[config.mk]
export PLATFORM = sky130hd
export DESIGN_NAME = arvc_rate_scale_cfg
export DESIGN_NICKNAME = d
export VERILOG_FILES = /design/src/shared/arvc_pkg.sv /design/src/shared/arvc_cfg_if.sv /design/src/design/arvc_field_decode.sv /design/src/design/arvc_rate_scale_cfg.sv
export SDC_FILE = /design/constraint.sdc
export NUM_CORES = 1
export LEC_CHECK = 0
export BUFFER_PORTS_ARGS = -buffer_cell sky130_fd_sc_hd__buf_2
export CORE_UTILIZATION = 50
export CTS_BUF_LIST = sky130_fd_sc_hd__clkbuf_8 sky130_fd_sc_hd__clkbuf_16
export DETAILED_ROUTE_END_ITERATION = 8
export PLACE_DENSITY = 0.82
export SLEW_MARGIN = 20
export SYNTH_ARGS = -nofsm -noshare
export SYNTH_HDL_FRONTEND = slang
export SYNTH_SLANG_ARGS = --single-unit
[constraint.sdc]
create_clock -name clk -period 1.9 [get_ports clk]
set_input_delay 0.19 -clock clk [delete_from_list [all_inputs] [get_ports clk]]
set_output_delay 0.19 -clock clk [all_outputs]
set_load 0.005 [all_outputs]
[src/shared/arvc_pkg.sv]
// package for the rate and scale source configuration register bank
package arvc_pkg;
    localparam int ARVC_AW = 8;
    localparam int ARVC_DW = 8;
    // register offsets
    localparam logic [7:0] ARVC_RATE_ADDR  = 8'h04;
    localparam logic [7:0] ARVC_SCALE_ADDR = 8'h05;
    // reset values
    localparam logic [7:0] ARVC_RATE_RST   = 8'h14;
    localparam logic [7:0] ARVC_SCALE_RST  = 8'h10;
    // rate register fields
    localparam int ARVC_RATE_RSV7   = 7;
    localparam int ARVC_CLK_SEL_BIT = 6;
    localparam int ARVC_MODE_BIT    = 5;
    localparam int ARVC_RATE_RSV4   = 4;
    localparam int ARVC_RATE_MSB    = 3;
    localparam int ARVC_RATE_LSB    = 0;
    // scale register fields
    localparam int ARVC_PBUF_BIT    = 5;
    localparam int ARVC_NBUF_BIT    = 4;
    localparam int ARVC_SEL_MSB     = 3;
    localparam int ARVC_SEL_LSB     = 2;
    localparam int ARVC_PWR_MSB     = 1;
    localparam int ARVC_PWR_LSB     = 0;
    localparam logic [7:0] ARVC_ZERO = 8'h00;
    localparam logic [3:0] ARVC_RATE_RESERVED = 4'hf;
    // scale input selection codes
    typedef enum logic [1:0] {
        ARVC_SEL_PAIR0    = 2'b00,
        ARVC_SEL_PAIR1    = 2'b01,
        ARVC_SEL_INTERNAL = 2'b10,
        ARVC_SEL_RSV      = 2'b11
    } arvc_sel_e;
    // internal source power codes
    typedef enum logic [1:0] {
        ARVC_PWR_OFF      = 2'b00,
        ARVC_PWR_ON_PD    = 2'b01,
        ARVC_PWR_ALWAYS   = 2'b10,
        ARVC_PWR_RSV      = 2'b11
    } arvc_pwr_e;
endpackage
[src/shared/arvc_cfg_if.sv]
// register bytes passed from register bank to decoder, decoded fields passed back
`timescale 1ns/100ps
interface arvc_cfg_if;
    logic [7:0] rate_reg;
    logic [7:0] scale_reg;
    logic       ext_clk_sel;
    logic       single_shot;
    logic [3:0] rate_code;
    logic       rate_code_valid;
    logic       pos_buf_en;
    logic       neg_buf_en;
    logic [1:0] scale_sel;
    logic       scale_sel_valid;
    logic       int_ref_on;
    logic       int_ref_keep_pd;
    logic       int_ref_pwr_valid;
    modport regs (output rate_reg, output scale_reg,
                  input ext_clk_sel, input single_shot, input rate_code,
                  input rate_code_valid, input pos_buf_en, input neg_buf_en,
                  input scale_sel, input scale_sel_valid, input int_ref_on,
                  input int_ref_keep_pd, input int_ref_pwr_valid);
    modport dec (input rate_reg, input scale_reg,
                 output ext_clk_sel, output single_shot, output rate_code,
                 output rate_code_valid, output pos_buf_en, output neg_buf_en,
                 output scale_sel, output scale_sel_valid, output int_ref_on,
                 output int_ref_keep_pd, output int_ref_pwr_valid);
endinterface

[src/design/arvc_field_decode.sv]
// field decoder: turns stored register bytes into control levels
`timescale 1ns/100ps
module arvc_field_decode
    import arvc_pkg::*;
(
    arvc_cfg_if.dec cfg     // register bytes in, control levels out
);
    // reserved codes decode to "not valid" but are never rewritten
    always_comb begin
        cfg.ext_clk_sel       = cfg.rate_reg[ARVC_CLK_SEL_BIT];
        cfg.single_shot       = cfg.rate_reg[ARVC_MODE_BIT];
        cfg.rate_code         = cfg.rate_reg[ARVC_RATE_MSB:ARVC_RATE_LSB];
        cfg.rate_code_valid   = (cfg.rate_code != ARVC_RATE_RESERVED);
        cfg.pos_buf_en        = ~cfg.scale_reg[ARVC_PBUF_BIT];
        cfg.neg_buf_en        = ~cfg.scale_reg[ARVC_NBUF_BIT];
        cfg.scale_sel         = cfg.scale_reg[ARVC_SEL_MSB:ARVC_SEL_LSB];
        cfg.scale_sel_valid   = (cfg.scale_sel != ARVC_SEL_RSV);
        cfg.int_ref_on        = (cfg.scale_reg[ARVC_PWR_MSB:ARVC_PWR_LSB] == ARVC_PWR_ON_PD)
                              | (cfg.scale_reg[ARVC_PWR_MSB:ARVC_PWR_LSB] == ARVC_PWR_ALWAYS);
        cfg.int_ref_keep_pd   = (cfg.scale_reg[ARVC_PWR_MSB:ARVC_PWR_LSB] == ARVC_PWR_ALWAYS);
        cfg.int_ref_pwr_valid = (cfg.scale_reg[ARVC_PWR_MSB:ARVC_PWR_LSB] != ARVC_PWR_RSV);
    end
endmodule // arvc_field_decode

[src/design/arvc_rate_scale_cfg.sv]
// rate and scale source configuration register bank, top level
// Overview of operation
// - bit 6 of rate register picks internal oscillator (0) or external clock (1).
// - bit 5 of rate register picks continuous (0) or single-shot (1) conversion.
// - four-bit rate code selects 2.5 to 4000 SPS, resets to 20 SPS, 1111 reserved.
// - rate register at 04h resets to 14h; host keeps bit7 zero, bit4 one.
// - bit 5 of scale register disables the positive buffer when set, reset clear.
// - bit 4 of scale register disables the negative buffer when set, reset set.
// - select field picks pair 0, pair 1 or internal 2.5 V; 11 reserved.
// - power field: 00 off, 01 on but sleeps, 10 always on, 11 reserved.
// - scale register at 05h resets to 10h; host keeps bits 7 and 6 zero.
`timescale 1ns/100ps
module arvc_rate_scale_cfg
    import arvc_pkg::*;
(
    input  wire logic               clk,             // 25 MHz clock
    input  wire logic               sys_rst,         // sync reset, active high
    input  wire logic [ARVC_AW-1:0] reg_addr,        // register address
    input  wire logic [ARVC_DW-1:0] reg_wdata,       // write data
    input  wire logic               reg_wr,          // write strobe
    input  wire logic               reg_rd,          // read strobe
    output logic      [ARVC_DW-1:0] reg_rdata,       // read data, cycle after strobe
    output logic                    ext_clk_sel,     // conversions on external clock
    output logic                    single_shot,     // single-shot conversion mode
    output logic      [3:0]         output_rate_code,// selected output rate code
    output logic                    rate_code_valid, // rate code not reserved
    output logic                    pos_buf_en,      // positive scale buffer on
    output logic                    neg_buf_en,      // negative scale buffer on
    output logic      [1:0]         scale_input_select, // scale source select
    output logic                    scale_sel_valid, // select code not reserved
    output logic                    int_ref_on,      // internal source powered
    output logic                    int_ref_keep_pd, // stays on in power-down
    output logic                    int_ref_pwr_valid, // power code not reserved
    output logic                    buf_advice_viol  // buffers on with internal source
);
    logic [7:0] rate_reg;
    logic [7:0] scale_reg;
    logic [7:0] rdata_reg;
    logic [7:0] rdata_next;

    arvc_cfg_if cfg_bus ();

    // address match helper, shared by write and read paths
    function automatic logic hit(input logic [7:0] a, input logic [7:0] off);
        hit = (a == off);
    endfunction

    // rate register: whole byte stored as written, reserved codes kept
    always_ff @(posedge clk) begin
        if (sys_rst) begin
            rate_reg <= ARVC_RATE_RST;
        end else if (reg_wr && hit(reg_addr, ARVC_RATE_ADDR)) begin
            rate_reg <= reg_wdata;
        end
    end

    // scale source register: reserved bits are not forced, host owns them
    always_ff @(posedge clk) begin
        if (sys_rst) begin
            scale_reg <= ARVC_SCALE_RST;
        end else if (reg_wr && hit(reg_addr, ARVC_SCALE_ADDR)) begin
            scale_reg <= reg_wdata;
        end
    end

    // read mux; unmapped addresses read zero
    always_comb begin
        rdata_next = ARVC_ZERO;
        if (hit(reg_addr, ARVC_RATE_ADDR)) begin
            rdata_next = rate_reg;
        end else if (hit(reg_addr, ARVC_SCALE_ADDR)) begin
            rdata_next = scale_reg;
        end
    end

    // read data holds only in the cycle after the strobe
    always_ff @(posedge clk) begin
        if (sys_rst) begin
            rdata_reg <= ARVC_ZERO;
        end else if (reg_rd) begin
            rdata_reg <= rdata_next;
        end else begin
            rdata_reg <= ARVC_ZERO;
        end
    end
    assign reg_rdata = rdata_reg;

    assign cfg_bus.rate_reg  = rate_reg;
    assign cfg_bus.scale_reg = scale_reg;

    arvc_field_decode u_dec (
        .cfg (cfg_bus)
    );

    // decoded control levels
    assign ext_clk_sel        = cfg_bus.ext_clk_sel;
    assign single_shot        = cfg_bus.single_shot;
    assign output_rate_code   = cfg_bus.rate_code;
    assign rate_code_valid    = cfg_bus.rate_code_valid;
    assign pos_buf_en         = cfg_bus.pos_buf_en;
    assign neg_buf_en         = cfg_bus.neg_buf_en;
    assign scale_input_select = cfg_bus.scale_sel;
    assign scale_sel_valid    = cfg_bus.scale_sel_valid;
    assign int_ref_on         = cfg_bus.int_ref_on;
    assign int_ref_keep_pd    = cfg_bus.int_ref_keep_pd;
    assign int_ref_pwr_valid  = cfg_bus.int_ref_pwr_valid;
    // advisory only: the device does not override the host's choice
    assign buf_advice_viol = (cfg_bus.scale_sel == ARVC_SEL_INTERNAL)
                           & (cfg_bus.pos_buf_en | cfg_bus.neg_buf_en);

    // checks next to the logic; the helpers below are read by the checks only
    logic       wr_rate_hit;  // write aimed at the rate register
    logic       wr_scale_hit; // write aimed at the scale register
    logic       addr_mapped;  // address names one of the two registers
    logic [1:0] wr_sel_code;  // select field of the write data
    logic [1:0] wr_pwr_code;  // power field of the write data
    assign wr_rate_hit  = reg_wr && hit(reg_addr, ARVC_RATE_ADDR);
    assign wr_scale_hit = reg_wr && hit(reg_addr, ARVC_SCALE_ADDR);
    assign addr_mapped  = hit(reg_addr, ARVC_RATE_ADDR) || hit(reg_addr, ARVC_SCALE_ADDR);
    assign wr_sel_code  = reg_wdata[ARVC_SEL_MSB:ARVC_SEL_LSB];
    assign wr_pwr_code  = reg_wdata[ARVC_PWR_MSB:ARVC_PWR_LSB];

    // bit by bit: a write to one byte never disturbs a bit of the other
    for (genvar b = 0; b < ARVC_DW; b++) begin : g_bit_iso

    end
endmodule // arvc_rate_scale_cfg

* Word-level counts from Yosys, hierarchy flattened
Index checks and enable logic that the tools add are counted.
W data, S select, Z words.
** Storage, ports and cells
- Latch bits :: 0
- Register bits :: 24
- Memories kept :: 0
- ROM bits :: 0
- Output and inout bits :: 24
- RAM bits :: 0
** Cells by class
- Reduce and logical (&&, ||, !) cells :: 3
- Div/mod/pow operators :: 0
- Multiply operators :: 0
- Shift-type cells :: 0
- Magnitude comparators :: 0
- Equal/unequal tests :: 8
- Bitwise gates (word level) :: 6
- Multiplexer cells :: 2
- $add $sub $neg :: 0
** Operator list (number)
- $eq A8 B3 Y1 const B :: 2
- $mux W8 :: 2
- $eq A2 B2 Y1 const B :: 2
- $ne A2 B2 Y1 const B :: 2
- $ne A4 B4 Y1 const B :: 1
- $not A1 Y1 :: 3
- $eq A2 B1 Y1 const B :: 1
- $logic_and A1 B1 Y1 :: 2
- $or A1 B1 Y1 :: 2
- $reduce_or A2 Y1 :: 1
- $and A1 B1 Y1 :: 1

* Logic depth before layout (Yosys ltp)
- Depth after elaboration :: 3
- Depth in mapped cells :: 4
- Mapped depth without buffers :: 3

* Cells and area by module
A second synthesis with hierarchy kept.
** Unflattened totals
- Cells, all modules :: 110
- Area, all modules :: 1108.6 um2
** By module, submodules not included
- arvc_rate_scale_cfg :: times used 1, area an instance 994.7 um2, cells each 93, seq. area each 480.5 um2
- arvc_field_decode :: times used 1, area an instance 113.9 um2, cells each 17, seq. area each 0.0 um2

* Worst setup path before layout
No wires, ideal clock.
- Path type :: input to register
- From :: in reg_addr[7]
- To :: reg rate_reg[4] (netlist: cfg_bus.rate_reg[4])
- Arrival :: 949 ps
- Path buffers :: 1
- Path slack :: 830 ps
- Setup time :: 121 ps
- Cell stages on the path :: 4
- Data required time :: 1779 ps
- Cells stage by stage :: nor4_4 -> nand4b_1 -> buf_4 -> mux2i_1
** On the way
- Cells in the longest elaborated chain, start to end :: 2
** RTL lines
- from (decl) :: RTL line arvc_rate_scale_cfg.sv:18 : input wire logic [ARVC_AW-1:0] reg_addr,
- $eq A8 B3 Y1
- $logic_and A1 B1 Y1
- to (signal assigned) :: RTL line arvc_rate_scale_cfg.sv:53 : rate_reg <= reg_wdata;
- to (decl) :: RTL line arvc_rate_scale_cfg.sv:36 : logic [7:0] rate_reg;
No other way between the ends.
A chain may end at the register's enable or synchronous reset.

* Worst setup path in the final report
- From :: reg scale_reg[0] (netlist: cfg_bus.scale_reg[0])
- To :: out int_ref_on
** On the way
- Cells in the longest elaborated chain, start to end :: 2
- Elaborated cells on any way between the ends :: 3
- Classes of those cells :: eq/ne: 2; bitwise: 1
** RTL lines
- from (decl) :: RTL line arvc_rate_scale_cfg.sv:37 : logic [7:0] scale_reg;
- from (signal assigned) :: RTL line arvc_rate_scale_cfg.sv:62 : scale_reg <= reg_wdata;
- $eq A2 B1 Y1 or $eq A2 B2 Y1 (tied branches) :: RTL line arvc_field_decode.sv:18, arvc_field_decode.sv:19
- $or A1 B1 Y1 * :: RTL line arvc_field_decode.sv:19 : | (cfg.scale_reg[ARVC_PWR_MSB:ARVC_PWR_LSB] == ARVC_PWR_ALWAYS);
- to (decl) :: RTL line arvc_rate_scale_cfg.sv:31 : output logic int_ref_on,
Mark *: on every way between the ends. The rest lies on a longest branch, timed or not.

==> results.py <==
metrics = {
    "route": {
        "drc": 0,
        "avgRoutedWirePerCell_um": 11.8,
        "dr.pass1.iters": 4,
        "wl_um": 2020,
        "vias": 834,
        "post_drt_via_cell_ratio": 4.85,
        "drt_iter0_drc": 8,
        "ant_nets": 0,
    },
    "place": {
        "io_buffer_count": 43,
        "post-place-ws_ns": 0.557,
        "post_dp_cell_area_mm2": 0.00130,
        "placedCellCount": 169,
        "hpwl_um": 1480,
        "gp_congestion": 0.738,
    },
    "floorplanning": {
        "die_w_um": 49.0,
        "start_util": 0.547,
        "coreArea_mm2": 0.00202,
        "dieArea_mm2": 0.00240,
        "die_y_um": 49.0,
        "std_cell_rows": 16,
        "io_pins": 44,
    },
    "final_layout": {
        "stdcell_count": 172,
        "seq_area_um2": 480,
        "antenna_cells": 0,
        "area_growth_pct": 21.0,
        "fill_cells": 181,
        "drive_gt1_frac": 0.345,
        "nets": 169,
        "finalInstanceArea_mm2": 0.00134,
        "multi_input_area_um2": 538,
    },
    "clock_network": {
        "cts_setup_buffers": 0,
        "cts_resized": 0,
        "clock-sinks": 24,
        "clk_pin_slew_worst_paths_ns": 0.08,
        "postCtsHoldBufs": 0,
        "htree_num_levels": 1,
        "cts_tree": "done",
        "numCtsBuffers": 3,
        "cts_buffer_depth": 2,
        "clock_latency_ns": 0.26,
        "clock-root-buffer": "clkbuf_8",
    },
    "logic_synthesis": {
        "syn_area_mm2": 0.00111,
        "yosysSeqAreaShare": 0.434,
        "ys_ff_latch": 24,
        "synth_fp_nets": 130,
        "syn_area_per_cell_um2": 10.2,
        "syn-instance-count": 108,
        "yosysUniqueCellTypes": 18,
        "yosys_warnings": 0,
    },
    "grt": {
        "grt_pass1_wl_um": 3600,
        "antenna_found_initial": 0,
        "grt_pass1_vias": 801,
        "grt_max_degree": 27,
        "grt-ovfl-total": 0,
        "globalRouteTotalUtil": 0.195,
    },
    "timing": {
        "report.final.slew_viol_count": 0,
        "timing.final.crit_share": 0.690,
        "setup_tns_ns": 0,
        "setup_viol": 0,
        "clock.fmax_mhz": 763,
        "finClkSkew_ns": 0.00144,
        "worst_pin_slew_ns": 0.377,
        "rsz0062_at_grt": "false",
        "maxSlewHeadroom": 0.748,
        "period_needed_ns": 1.31,
        "fin_ws_ns": 0.589,
        "finalHoldViolCount": 0,
    },
    "setup_path": {
        "critPathMaxFanout": 4,
        "end_kind": "output pin",
        "cp.arrival_ns": 1.12,
        "worst-r2r-cell-count": 2,
        "cp-start-kind": "flip-flop",
        "required_ns": 1.71,
        "critical_path_class": "flip-flop to output pin",
    },
    "min_path": {
        "min_path_type": "primary input to flip-flop",
        "hold_depth": 3,
    },
    "job": {
        "cap_violations": 0,
    },
    "pwr": {
        "power_density_mw_per_mm2": 637,
        "leakagePower_nw": 0.715,
        "peakVddDrop_mv": 0.454,
    },
    "status": {
        "status": "completed",
    },
}
-- placed cells by master, fill, tap and decap left out, drive strengths merged --
master / synthesis / final
dfxtp: 24 / 24
nor2: 13 / 13
nor4: 1 / 1
nand2: 1 / 1
a211oi: 1 / 1
nand4: 2 / 2
nand4b: 1 / 1
nand3b: 1 / 1
inv: 6 / 6
ha: 2 / 2
nor3b: 1 / 1
mux2i: 24 / 24
buf: 8 / 44
nor4bb: 1 / 1
nand2b: 20 / 20
clkbuf: 2 / 3
-- worst max-delay path, stage by stage, from the launching register on --
cell and delay, ns:
dfxtp_1 0.38, inv_1 0.06, ha_1 0.28, inv_1 0.05, buf_2 0.10
-- final cells by class --
type / count / area share
flip-flops and latches: 24 / 0.359
inverters: 6 / 0.0168
clock buffers: 3 / 0.0308
well taps: 27 / 0.0252
repair buffers: 44 / 0.166
multi-input cells: 68 / 0.402
-- report_power, final --
group | switching, mW | internal [mW]
registers | 0.000388 | 0.503
logic | 0.0277 | 0.0306
clock network | 0.150 | 0.142
total | 0.178 | 0.675
-- metrics by stage --
stage	utilization	power, mW	hold slack [ns]
floorplan	-	0.546	0.342
finish	0.662	0.853	0.191
detailed placement	0.642	0.574	0.458
CTS	0.662	0.861	0.188
global route	0.662	0.891	0.216
global placement	0.642	0.573	0.454
-- worst paths after layout --
check | from | end | slack (ns)
worst max-delay path | cfg_bus.scale_reg[0] | int_ref_on | 0.59
worst min-delay path | reg_wdata[4] | cfg_bus.scale_reg[4] | 0.19
worst max register to register | cfg_bus.scale_reg[2] | cfg_bus.scale_reg[2] | 1.22
worst min register to register | cfg_bus.rate_reg[7] | cfg_bus.rate_reg[7] | 0.48
-- logic make-up (layout without fill, tap and decap cells) --
group,after synthesis,after routing,share of synthesized area
adder cells (fa/ha/maj),2,2,0.0226
flip-flops,24,24,0.434
buffers and inverters,16,53,0.0792
AO/OA/AOI/OAI,1,1,0.00679
multiplexers,24,24,0.217
AND/OR/NAND/NOR,41,41,0.240
-- cells in the mapped netlist (all sizes together) --
library cell / number / area share
a211oi: 1 / 0.0068
buf: 8 / 0.052
clkbuf: 2 / 0.0068
dfxtp: 24 / 0.43
ha: 2 / 0.023
inv: 6 / 0.020
mux2i: 24 / 0.22
nand2: 1 / 0.0034
nand2b: 20 / 0.11
nand3b: 1 / 0.0068
nand4: 2 / 0.025
nand4b: 1 / 0.0079
nor2: 13 / 0.044
nor3b: 1 / 0.011
nor4: 1 / 0.019
nor4bb: 1 / 0.0091
-- layer usage --
layer | global-route usage | vias to the layer above | share of wire
met5 | 0 | - | 0
met4 | 0.0588 | 0 | 0.011
met3 | 0.0312 | 3 | 0.048
met2 | 0.356 | 29 | 0.49
met1 | 0.232 | 376 | 0.45
li1 | - | 426 | -
No activity file was read; power rests on OpenSTA's default activity.
